### src/shared/lfds_pkg.sv
// Shared constants, types and register map of the LED fault detection sequencer
package lfds_pkg;

  localparam int NUM_CH = 8;
  localparam int GROUP_SIZE = 4;
  localparam int IMG_BITS = 8;
  localparam int CMD_BITS = 10;
  localparam int FLAG_BITS = 3;

  // Timing
  localparam int CLK_PERIOD_NS = 25;
  localparam int STAGGER_NS = 3;
  localparam int STAGGER_RAW = (STAGGER_NS + CLK_PERIOD_NS - 1) / CLK_PERIOD_NS;
  localparam int STAGGER_CYC = (STAGGER_RAW < 1) ? 1 : STAGGER_RAW;

  // Clock-edge counts decoded at the strobe falling edge; CNT_MAX is where the count saturates
  localparam logic [2:0] CNT_OPEN = 3'h1;
  localparam logic [2:0] CNT_GND = 3'h2;
  localparam logic [2:0] CNT_SHORT = 3'h3;
  localparam logic [2:0] CNT_CMD = 3'h4;
  localparam logic [2:0] CNT_MAX = 3'h7;

  // Wishbone register map (byte addresses)
  localparam int ADR_W = 8;
  localparam logic [7:0] ADR_CTRL = 8'h00;
  localparam logic [7:0] ADR_STATUS = 8'h04;
  localparam logic [7:0] ADR_CMD = 8'h08;
  localparam int CTRL_DET_EN = 0;
  localparam int CTRL_FORCE_OFF = 1;
  localparam logic [1:0] CTRL_RESET = 2'h1;
  localparam int ST_IMG_LSB = 0;
  localparam int ST_REP_LSB = 8;
  localparam int ST_FLAG_LSB = 16;
  localparam int ST_MODE_BIT = 19;
  localparam int ST_TYPE_LSB = 20;

  // Command word power-on values
  localparam logic [6:0] GBC_RESET = 7'h40;
  localparam logic [1:0] SV_RESET = 2'h2;
  localparam logic SLP_RESET = 1'b0;

  typedef enum logic [2:0] {
    DET_NONE = 3'b000,
    DET_RT_OPEN = 3'b001,
    DET_RT_GND = 3'b010,
    DET_RT_SHORT = 3'b011,
    DET_SM_OPEN = 3'b101,
    DET_SM_GND = 3'b110,
    DET_SM_SHORT = 3'b111
  } lfds_det_e;

  typedef enum logic [1:0] {
    ST_IMAGE = 2'b00,
    ST_ARMED = 2'b01,
    ST_SMART = 2'b10,
    ST_CMD = 2'b11
  } lfds_state_e;

  typedef struct packed {
    logic hot;
    logic crit;
    logic shut;
  } lfds_therm_s;

  typedef struct packed {
    logic [6:0] gbc;
    logic [1:0] sv;
    logic slp;
  } lfds_cmd_s;

endpackage

### src/lfds_top.sv
// LED fault detection sequencer: serial link, detection decode, thermal flags, staggered sinks
module lfds_top #(
  parameter int NUM_CH = lfds_pkg::NUM_CH,
  parameter int GROUP_SIZE = lfds_pkg::GROUP_SIZE
) (
  // Clock, reset, enable
  input wire logic ref_clk,
  input wire logic rstn,
  input wire logic clk_en,
  // Serial link pins
  input wire logic shift_clk_pin,
  input wire logic strobe_pin,
  input wire logic serial_in_pin,
  input wire logic enable_n_pin,
  output logic serial_return_pin,
  // Analog sense inputs
  input wire logic [NUM_CH-1:0] ch_conducting,
  input wire logic [NUM_CH-1:0] ch_below_low,
  input wire logic [NUM_CH-1:0] ch_above_supply,
  input wire logic temp_over_130,
  input wire logic temp_over_170,
  // Output drive
  output logic [NUM_CH-1:0] sink_channels,
  output logic [NUM_CH-1:0] sink_weak_on,
  output logic [NUM_CH-1:0] sink_pull_high,
  output lfds_pkg::lfds_therm_s therm_flags,
  output lfds_pkg::lfds_cmd_s cmd_word,
  // Wishbone slave
  input wire logic wb_cyc_i,
  input wire logic wb_stb_i,
  input wire logic wb_we_i,
  input wire logic [lfds_pkg::ADR_W-1:0] wb_adr_i,
  input wire logic [3:0] wb_sel_i,
  input wire logic [31:0] wb_dat_i,
  output logic [31:0] wb_dat_o,
  output logic wb_ack_o
);

  localparam int PIPE_DEPTH = GROUP_SIZE * lfds_pkg::STAGGER_CYC;

  lfds_pkg::lfds_state_e state_reg;
  lfds_pkg::lfds_det_e det_reg;
  lfds_pkg::lfds_det_e last_det_reg;
  logic [2:0] cnt_reg;
  logic [lfds_pkg::CMD_BITS-1:0] shreg_reg;
  logic [NUM_CH-1:0] img_reg;
  logic [NUM_CH-1:0] report_reg;
  logic sclk_d_reg;
  logic strobe_d_reg;
  logic [1:0] ctrl_reg;
  logic [NUM_CH-1:0] target_reg;
  logic [NUM_CH-1:0] pipe_reg [0:PIPE_DEPTH];

  wire logic clk_rise = shift_clk_pin & ~sclk_d_reg;
  wire logic strobe_rise = strobe_pin & ~strobe_d_reg;
  wire logic strobe_fall = ~strobe_pin & strobe_d_reg;
  wire logic det_en = ctrl_reg[lfds_pkg::CTRL_DET_EN];
  wire logic out_en = ~enable_n_pin;

  // Real-time and smart result vectors
  logic [NUM_CH-1:0] rt_open, rt_gnd, rt_short, sm_open, sm_gnd, sm_short;
  assign rt_open = img_reg & {NUM_CH{out_en}} & ch_conducting & ch_below_low;
  assign rt_short = img_reg & {NUM_CH{out_en}} & ch_above_supply;
  assign rt_gnd = ~img_reg & ch_below_low;
  // Enable pin is not part of any smart result
  assign sm_open = ch_conducting & ch_below_low;
  assign sm_short = ch_conducting & ch_above_supply;
  assign sm_gnd = ch_below_low;

  logic [NUM_CH-1:0] rt_vec;
  logic [NUM_CH-1:0] sm_vec;
  lfds_pkg::lfds_det_e rt_type;
  always_comb begin
    rt_vec = '0;
    rt_type = lfds_pkg::DET_NONE;
    case (cnt_reg)
      lfds_pkg::CNT_OPEN: begin
        rt_vec = rt_open;
        rt_type = lfds_pkg::DET_RT_OPEN;
      end
      lfds_pkg::CNT_GND: begin
        rt_vec = rt_gnd;
        rt_type = lfds_pkg::DET_RT_GND;
      end
      lfds_pkg::CNT_SHORT: begin
        rt_vec = rt_short;
        rt_type = lfds_pkg::DET_RT_SHORT;
      end
      default: begin
        rt_vec = '0;
        rt_type = lfds_pkg::DET_NONE;
      end
    endcase
    case (det_reg)
      lfds_pkg::DET_SM_OPEN: sm_vec = sm_open;
      lfds_pkg::DET_SM_GND: sm_vec = sm_gnd;
      lfds_pkg::DET_SM_SHORT: sm_vec = sm_short;
      default: sm_vec = '0;
    endcase
  end

  // Pin edge history; inputs are already synchronous to ref_clk
  always_ff @(posedge ref_clk or negedge rstn) begin
    if (!rstn) begin
      sclk_d_reg <= 1'b0;
      strobe_d_reg <= 1'b0;
    end else if (clk_en) begin
      sclk_d_reg <= shift_clk_pin;
      strobe_d_reg <= strobe_pin;
    end
  end

  // Sequencer: shifting, latching, detection decode, command mode
  always_ff @(posedge ref_clk or negedge rstn) begin
    if (!rstn) begin
      state_reg <= lfds_pkg::ST_IMAGE;
      det_reg <= lfds_pkg::DET_NONE;
      last_det_reg <= lfds_pkg::DET_NONE;
      cnt_reg <= '0;
      shreg_reg <= '0;
      img_reg <= '0;
      report_reg <= '0;
      cmd_word <= {lfds_pkg::GBC_RESET, lfds_pkg::SV_RESET, lfds_pkg::SLP_RESET};
    end else if (clk_en) begin
      if (clk_rise && strobe_pin && cnt_reg != lfds_pkg::CNT_MAX) begin
        cnt_reg <= cnt_reg + 3'h1;
      end else if (strobe_rise) begin
        cnt_reg <= '0;
      end
      case (state_reg)
        lfds_pkg::ST_IMAGE: begin
          if (clk_rise && !strobe_pin) begin
            shreg_reg <= {shreg_reg[lfds_pkg::CMD_BITS-2:0], serial_in_pin};
          end else if (strobe_rise) begin
            img_reg <= shreg_reg[NUM_CH-1:0];
          end else if (strobe_fall && cnt_reg == lfds_pkg::CNT_CMD) begin
            // First three bits out are the thermal flags
            shreg_reg <= {therm_flags, 7'h00};
            state_reg <= lfds_pkg::ST_CMD;
          end else if (strobe_fall && det_en && rt_type != lfds_pkg::DET_NONE) begin
            // Real-time report replaces the echo; the image latch is untouched
            shreg_reg[NUM_CH-1:0] <= rt_vec;
            report_reg <= rt_vec;
            last_det_reg <= rt_type;
            det_reg <= rt_type;
            if (shift_clk_pin) begin
              state_reg <= lfds_pkg::ST_ARMED;
            end
          end
        end
        lfds_pkg::ST_ARMED: begin
          if (clk_rise) begin
            state_reg <= lfds_pkg::ST_IMAGE;
          end else if (strobe_fall && shift_clk_pin) begin
            det_reg <= lfds_pkg::lfds_det_e'({1'b1, det_reg[1:0]});
            state_reg <= lfds_pkg::ST_SMART;
          end
        end
        lfds_pkg::ST_SMART: begin
          if (clk_rise) begin
            shreg_reg[NUM_CH-1:0] <= sm_vec;
            report_reg <= sm_vec;
            last_det_reg <= det_reg;
            det_reg <= lfds_pkg::DET_NONE;
            state_reg <= lfds_pkg::ST_IMAGE;
          end
        end
        lfds_pkg::ST_CMD: begin
          if (clk_rise && !strobe_pin) begin
            shreg_reg <= {shreg_reg[lfds_pkg::CMD_BITS-2:0], serial_in_pin};
          end else if (strobe_rise) begin
            cmd_word <= shreg_reg;
            state_reg <= lfds_pkg::ST_IMAGE;
          end
        end
        default: state_reg <= lfds_pkg::ST_IMAGE;
      endcase
    end
  end

  // Return pin follows the top of the active shift width
  always_ff @(posedge ref_clk or negedge rstn) begin
    if (!rstn) begin
      serial_return_pin <= 1'b0;
    end else if (clk_en) begin
      serial_return_pin <= (state_reg == lfds_pkg::ST_CMD) ?
                           shreg_reg[lfds_pkg::CMD_BITS-1] : shreg_reg[NUM_CH-1];
    end
  end

  // Thermal flags; shutdown holds until the die is back under the alarm level
  always_ff @(posedge ref_clk or negedge rstn) begin
    if (!rstn) begin
      therm_flags <= '0;
    end else if (clk_en) begin
      therm_flags.hot <= temp_over_130;
      therm_flags.crit <= temp_over_170;
      if (temp_over_170) begin
        therm_flags.shut <= 1'b1;
      end else if (!temp_over_130) begin
        therm_flags.shut <= 1'b0;
      end
    end
  end

  // Output drive targets
  wire logic smart_on = (state_reg == lfds_pkg::ST_SMART);
  wire logic smart_gnd = smart_on && det_reg == lfds_pkg::DET_SM_GND;
  wire logic all_off = therm_flags.shut | cmd_word.slp | ctrl_reg[lfds_pkg::CTRL_FORCE_OFF];

  always_ff @(posedge ref_clk or negedge rstn) begin
    if (!rstn) begin
      target_reg <= '0;
      sink_weak_on <= '0;
      sink_pull_high <= '0;
    end else if (clk_en) begin
      target_reg <= (all_off || smart_on) ? '0 : img_reg & {NUM_CH{out_en}};
      sink_weak_on <= (smart_on && !smart_gnd) ? '1 : '0;
      sink_pull_high <= smart_gnd ? '1 : '0;
    end
  end

  // Stagger pipe: shutdown bypasses it so every output drops at once
  always_ff @(posedge ref_clk or negedge rstn) begin
    if (!rstn) begin
      for (int k = 0; k <= PIPE_DEPTH; k++) begin
        pipe_reg[k] <= '0;
      end
    end else if (clk_en) begin
      pipe_reg[0] <= target_reg;
      for (int k = 1; k <= PIPE_DEPTH; k++) begin
        pipe_reg[k] <= pipe_reg[k-1];
      end
    end
  end

  // One tap per channel, so the output register has a single process behind it
  wire logic [NUM_CH-1:0] stagger_tap;
  genvar gi;
  generate
    for (gi = 0; gi < NUM_CH; gi++) begin : g_ch
      localparam int TAP = (gi % GROUP_SIZE) * lfds_pkg::STAGGER_CYC;
      assign stagger_tap[gi] = pipe_reg[TAP][gi];
    end
  endgenerate

  always_ff @(posedge ref_clk or negedge rstn) begin
    if (!rstn) begin
      sink_channels <= '0;
    end else if (clk_en) begin
      sink_channels <= target_reg & stagger_tap;
    end
  end

  // Wishbone slave, one wait state, unmapped reads return zero
  always_ff @(posedge ref_clk or negedge rstn) begin
    if (!rstn) begin
      wb_ack_o <= 1'b0;
      wb_dat_o <= '0;
      ctrl_reg <= lfds_pkg::CTRL_RESET;
    end else if (clk_en) begin
      wb_ack_o <= wb_cyc_i & wb_stb_i & ~wb_ack_o;
      wb_dat_o <= '0;
      if (wb_cyc_i && wb_stb_i && !wb_ack_o) begin
        case (wb_adr_i)
          lfds_pkg::ADR_CTRL: begin
            wb_dat_o[1:0] <= ctrl_reg;
            if (wb_we_i && wb_sel_i[0]) begin
              ctrl_reg <= wb_dat_i[1:0];
            end
          end
          lfds_pkg::ADR_STATUS: begin
            wb_dat_o[lfds_pkg::ST_IMG_LSB +: NUM_CH] <= img_reg;
            wb_dat_o[lfds_pkg::ST_REP_LSB +: NUM_CH] <= report_reg;
            wb_dat_o[lfds_pkg::ST_FLAG_LSB +: lfds_pkg::FLAG_BITS] <= therm_flags;
            wb_dat_o[lfds_pkg::ST_MODE_BIT] <= (state_reg == lfds_pkg::ST_CMD);
            wb_dat_o[lfds_pkg::ST_TYPE_LSB +: 3] <= last_det_reg;
          end
          lfds_pkg::ADR_CMD: wb_dat_o[lfds_pkg::CMD_BITS-1:0] <= cmd_word;
          default: wb_dat_o <= '0;
        endcase
      end
    end
  end
endmodule

### config.mk
export PLATFORM = sky130hd
export DESIGN_NAME = lfds_top
export DESIGN_NICKNAME = d
export VERILOG_FILES = /design/src/shared/lfds_pkg.sv /design/src/lfds_top.sv
export SDC_FILE = /design/constraint.sdc
export NUM_CORES = 1
export LEC_CHECK = 0
export BUFFER_PORTS_ARGS = -buffer_cell sky130_fd_sc_hd__buf_2
export CAP_MARGIN = 20
export CELL_PAD_IN_SITES_DETAIL_PLACEMENT = 2
export CELL_PAD_IN_SITES_GLOBAL_PLACEMENT = 2
export CORE_MARGIN = 2
export CORE_UTILIZATION = 36
export CTS_CLUSTER_DIAMETER = 80
export CTS_CLUSTER_SIZE = 30
export DETAILED_ROUTE_END_ITERATION = 10
export PLACE_DENSITY_LB_ADDON = 0.1
export SLEW_MARGIN = 0
export SYNTH_ARGS = -nofsm -noshare
export SYNTH_HDL_FRONTEND = slang
export SYNTH_SLANG_ARGS = --single-unit
### constraint.sdc
create_clock -name ref_clk -period 3.8 [get_ports ref_clk]
set_input_delay 0 -clock ref_clk [delete_from_list [all_inputs] [get_ports ref_clk]]
set_output_delay 0 -clock ref_clk [all_outputs]
set_load 0.02 [all_outputs]
==> results.md, run 1 <==
* Status: complete, no violations
* Post-DRT Antenna Nets at 0
* Post-DP HPWL at 13.10 mm
* Residual DRC at 0
* Clock tree buffer depth at 2
* Area of the die at 17280 um^2
* Leakage at 3.443 nW
* Vias in the first global route at 5283
* Critical Path Fanout Max at 22
* Post-synthesis sequential area ratio at 0.5013
* Largest area contributor in the netlist: dfrtp_1
* Critical path startpoint category: flip-flop
* Clock sink count at 117
* Worst min-delay path startpoint: wb_sel_i[0]
* Critical Path AT at 2.87 ns
* Max-Cap Viols at 0
* Clk Latency, worst-skew pair at 0.42 ns
* Synth top area share at 0.4878
* Root buffer selected by CTS: clkbuf_16
* Syn Std Cell Area at 5848 um^2
* Worst setup EP type: flip-flop
* Postcts setup bufs at 0
* CP Class: reg -> reg
* Hold Crit Endpoint: ctrl_reg[0]
* Antenna violations before repair at 0
* Most common cell after layout, fill and taps aside: dfrtp_1
* CTS buffer count at 17
* Top cells by area, synth: dfrtp_1 (49%), mux2_2 (8.5%), buf_4 (3.1%), a22o_1 (3.0%), nand2_1 (2.8%)
* GPL Wtd Cong at 0.8134
* Largest net degree at the start of global routing at 76
* Power per cell area at 570.8 nW/um^2
* # setup viols final at 0
* IO Port Bufs at 108
* DR iter-0 viols at 185
* Std-Cell Rows at 46
* Avg Synthesized Cell Area at 10.93 um^2
* Top_reg_cell synth: dfrtp_1
* Worst vdd ir at 0.2857 mV
* CTS HTree Levels at 4
* CP Launch Point: state_reg[0]
* CTS resizes at 0
* CTS tree: built
* I/O pin count at 151
* All-layer global routing usage at 0.2244
* Least-Margin Pin Slew at 0.9640 ns
* Mapped Cells at 535
* #FFs+latches synth at 117
* Die height at 131.5 um
* Minimum clock period at 2.616 ns
* Yosys warning total at 0
* First-pass GRT wire length at 30.24 mm
* Drt pass-1 iters at 4
* Crit share post-route at 0.6884
* Nets at 725
* Met1 usage at 0.2852
* Clk slew on worst S/H paths at 0.06 ns
* GRT busiest layer: met2
* Share of layout cells above drive strength 1 at 0.3122
* Antenna cells at 0
* Asr flop ratio synth at 1.000
* Pwr Total at 4.068 mW
* Cts hold-fix bufs at 10
* Post-synth cell types at 60
* Final wirelength at 18.76 mm
* Final Max Slew Viols at 0
* Die width at 131.5 um
* Clock Skews at 0.009956 ns
* Area Overhead vs Synth at 21.87%
* FF-to-FF setup slack at 1.18 ns
* Slew margin rel. at 0.3574
* Vias per inst at 5.498
* Via count of the routed design at 4745
* EDFF count, synth at 0
* Hold WC Path Type: in -> reg
* Core area at 15890 um^2
* Met2 GRT Util at 0.3854
* Gr ovfl total at 0
* Reg2reg start: state_reg[0]
* Most frequent cells in the layout: dfrtp_1 (114), buf_2 (107), mux2_2 (44)
* RSZ-0062 raised after global routing: false
* Starting Density at 0.3681
* Final Hold Violating Endpoints at 0
* R2r worst-path depth at 7
* Setup_tns at 0 ns
* Met3 Track Usage GR at 0.04398
* Fmax at 382.3 MHz
* WP data required at 4.06 ns
* Drt wl/cell at 21.73 um
* WHS Path Cells at 3
* Largest register FFs at 23
* Reg-to-reg critical path endpoint: shreg_reg[3]
* Fill cells at 1719
==> report_power, final <==
group | leakage (nW) | switching (mW) | internal [mW]
logic | 1.58 | 0.503 | 0.324
clock network | 0.277 | 0.580 | 0.995
registers | 1.59 | 0.250 | 1.42
total | 3.44 | 1.33 | 2.74
==> synthesized netlist by cell type (4+ instances only) <==
cell / n
mux2i_1: 5
nand2b_1: 4
nor2b_1: 13
ha_1: 10
buf_1: 5
and4b_1: 5
a22oi_1: 10
and3_1: 7
o2111ai_1: 5
a22o_1: 20
o22ai_1: 5
a31oi_1: 12
dfrtp_1: 114
o32a_1: 8
o21ai_0: 29
o2bb2ai_1: 9
nor3_1: 8
buf_4: 24
inv_1: 21
clkbuf_1: 16
a211oi_1: 13
buf_2: 4
nor4bb_1: 5
nand2_1: 43
a21oi_1: 12
nand3_1: 22
mux2_2: 44
nor2_1: 15
nand4_1: 5
==> worst max-delay path: stages, from the launching register on <==
cell,delay (ns)
dfrtp_1,0.41
inv_1,0.11
ha_1,0.74
nor3_1,0.14
a21oi_1,0.28
o2111ai_2,0.45
nand2_1,0.21
o21ai_0,0.12
==> layer usage <==
| metal | routed length, um | share of wire |
|---|---|---|
| met5 | 0 | 0 |
| met4 | 269 | 0.014 |
| met3 | 815 | 0.043 |
| met2 | 9639 | 0.51 |
| met1 | 8032 | 0.43 |
==> stage by stage <==
stage | setup WS (ns) | instances | instance area [um^2] | hold slack (ns) | utilization
after floorplan | 1.899 | 543 | 5878 | -0.2956 | -
after global placement | 1.241 | 821 | 6431 | 0.1947 | 0.4049
after detailed placement | 1.092 | 821 | 6431 | 0.2083 | 0.4049
after CTS | 0.9421 | 862 | 7099 | 0.02950 | 0.4469
after global routing | 0.8997 | 863 | 7127 | 0.05754 | 0.4486
final | 1.184 | 863 | 7127 | 0.04381 | 0.4486
==> kinds of logic after synthesis <==
logic type,synth area share
other cells,0.0006412
mux,0.09328
flops,0.5013
fa+ha+maj,0.02139
compound gates,0.1885
buf+inv,0.06376
simple gates,0.1312
==> worst max-delay path by stage <==
stage / endpoint / depth (start not counted) / slack, ns
floorplan: last_det_reg[0] / 7 / 1.90
global placement: last_det_reg[0] / 6 / 1.24
detailed placement: last_det_reg[0] / 6 / 1.09
CTS: last_det_reg[0] / 6 / 0.94
global route: shreg_reg[3] / 7 / 0.90
finish: shreg_reg[3] / 7 / 1.18
==> area by class of cell <==
class / count / area (um^2) / area share
clock buffer: 23 / 467.9 / 0.06566
clock inverter: 8 / 100.1 / 0.01404
inverter: 22 / 82.58 / 0.01159
multi-input combinational: 354 / 2574 / 0.3611
sequential: 117 / 2932 / 0.4113
tap: 216 / 270.3 / 0.03792
timing repair buffer: 123 / 700.7 / 0.09831
No activity file was read; power rests on OpenSTA's default activity.
==> run 2: changes to the inputs <==
Settings changed: CORE_UTILIZATION 36 to 30.
Clock period 3.8 ns to 2.4 ns, I/O delays scaled along.
==> run 2 against run 1 <==
First-iteration DRC count grew 22%. Setup slack lost 1.0 ns. Highest routed layer unchanged. Critical path depth is the same. Clock skew grew 0.0014 ns. Sequential power grew 58%. Sequential share of layout area shrank 1.0 points. Combinational power grew 64%. Routed wire length grew 2.2%. Maximum frequency grew 16%. Die area grew 19%. Global-route usage shrank 2.6 points. Via count is essentially flat.
==> results.md, run 2 (synthesis gave the netlist of run 1 again) <==
* Status: complete, no violations
* Fill cells at 2093
* Hold WC Path Type: in -> reg
* Vias per inst at 5.110
* Share of layout cells above drive strength 1 at 0.3358
* Antenna cells at 0
* RSZ-0062 raised after global routing: false
* Clock sink count at 117
* Fmax at 443.8 MHz
* Reg-to-reg critical path endpoint: report_reg[7]
* Area of the multi-input gates at 2580 um^2
* Sequential Area at 2932 um^2
* Most frequent cells in the layout: dfrtp_1 (114), buf_2 (107), mux2_2 (44)
* Crit share post-route at 0.9388
* Via count of the routed design at 4747
* GPL Wtd Cong at 0.8489
* Most common cell after layout, fill and taps aside: dfrtp_1
* Root buffer selected by CTS: clkbuf_16
* Critical Path AT at 2.59 ns
* Power per cell area at 887.5 nW/um^2
* Post-DRT Antenna Nets at 0
* IO Port Bufs at 108
* Post-DP HPWL at 14.05 mm
* CTS buffer count at 17
* Largest register FFs at 23
* Area of the die at 20630 um^2
* Slew margin rel. at 0.5543
* CTS HTree Levels at 4
* WP data required at 2.73 ns
* # setup viols final at 0
* Hold Crit Endpoint: sclk_d_reg
* FF-to-FF setup slack at 0.15 ns
* Antenna violations before repair at 0
* Nets at 741
* Pwr Total at 6.491 mW
* Residual DRC at 0
* Reg2reg start: cnt_reg[0]
* CTS tree: built
* Worst min-delay path startpoint: clk_en
* Minimum clock period at 2.253 ns
* Final wirelength at 19.17 mm
* Final Max Slew Viols at 0
* All-layer global routing usage at 0.1982
* Critical path startpoint category: flip-flop
* Setup_tns at 0 ns
* WHS Path Cells at 3
* Clock Skews at 0.01136 ns
* Die width at 143.6 um
* Die height at 143.6 um
* Largest net degree at the start of global routing at 80
* Std-Cell Rows at 51
* WHS at 0.005216 ns
* Clock tree buffer depth at 2
* Drt wl/cell at 20.64 um
* Worst setup EP type: flip-flop
* Critical Path Fanout Max at 9
* Leakage at 3.522 nW
* R2r worst-path depth at 7
* Drt pass-1 iters at 4
* Area Overhead vs Synth at 25.05%
* Clk Latency, worst-skew pair at 0.42 ns
* Starting Density at 0.3035
* Worst vdd ir at 0.5458 mV
* Max-Cap Viols at 0
* I/O pin count at 151
* Vias in the first global route at 5235
* Least-Margin Pin Slew at 0.6661 ns
* Clk slew on worst S/H paths at 0.06 ns
* Gr ovfl total at 0
* CP Class: reg -> reg
* First-pass GRT wire length at 30.68 mm
* Core area at 19270 um^2
* Final Hold Violating Endpoints at 0
* DR iter-0 viols at 226
## run 2: cell count changes in the layout (fill, tap and decap cells not counted), sizes merged
cell,change
buf,+15
clkinv,+1
clkinvlp,+2
inv,+5
clkbuf,-6
bufinv,-1
dlygate4sd3,+1
## run 2: through the flow
step / area, um^2 / cells / util / worst slack, ns
global placement: 6625 / 886 / 0.3438 / 0.2296
global route: 7313 / 929 / 0.3795 / 0.03831
floorplan: 5878 / 543 / - / 0.4986
detailed placement: 6625 / 886 / 0.3438 / 0.1797
finish: 7313 / 929 / 0.3795 / 0.1470
CTS: 7307 / 929 / 0.3792 / 0.07388
## run 2: cell type report
class                      count  area share
timing repair buffer         139      0.1115
clock buffer                  17     0.05817
multi-input combinational    354      0.3528
clock inverter                15     0.02002
inverter                      22     0.01129
tap                          265     0.04534
sequential                   117      0.4009
## run 2: repair_timing
item,CTS,global route
hold endpoints to repair,46,0
hold buffers,11,0
setup endpoints to repair,0,2
setup buffers,0,0
resized for setup,0,1
## run 2: how the worst max path moves through the flow
| stage | from | to | slack (ns) | cells after the start |
|---|---|---|---|---|
| after floorplan | cnt_reg[2] | last_det_reg[0] | 0.50 | 7 |
| after global placement | cnt_reg[0] | report_reg[3] | 0.23 | 6 |
| after detailed placement | cnt_reg[0] | report_reg[3] | 0.18 | 6 |
| after CTS | wb_ack_o | ctrl_reg[1] | 0.07 | 6 |
| after global routing | cnt_reg[0] | report_reg[6] | 0.04 | 6 |
| final | cnt_reg[0] | report_reg[7] | 0.15 | 7 |
## run 2: routing by layer
| metal | track usage | routed length (um) | vias up |
|---|---|---|---|
| met5 | 0 | 0 | - |
| met3 | 0.03899 | 606 | 13 |
| met1 | 0.2652 | 8966 | 2441 |
| met4 | 0.05831 | 247 | 0 |
| met2 | 0.3263 | 9351 | 96 |
| li1 | - | - | 2197 |
## run 2: report_power, final
| group | switching [mW] | total, mW | internal [mW] |
|---|---|---|---|
| Sequential | 0.402 | 2.64 | 2.24 |
| Combinational | 0.811 | 1.36 | 0.546 |
| Clock | 1.04 | 2.49 | 1.45 |
## run 2: worst max-delay path: stages, from the launching register on
cell       delay, ns
dfrtp_1         0.46
ha_1            0.26
ha_1            0.33
o211a_4         0.34
a31oi_4         0.31
buf_4           0.25
nor2_1          0.07
a2bb2oi_1       0.13
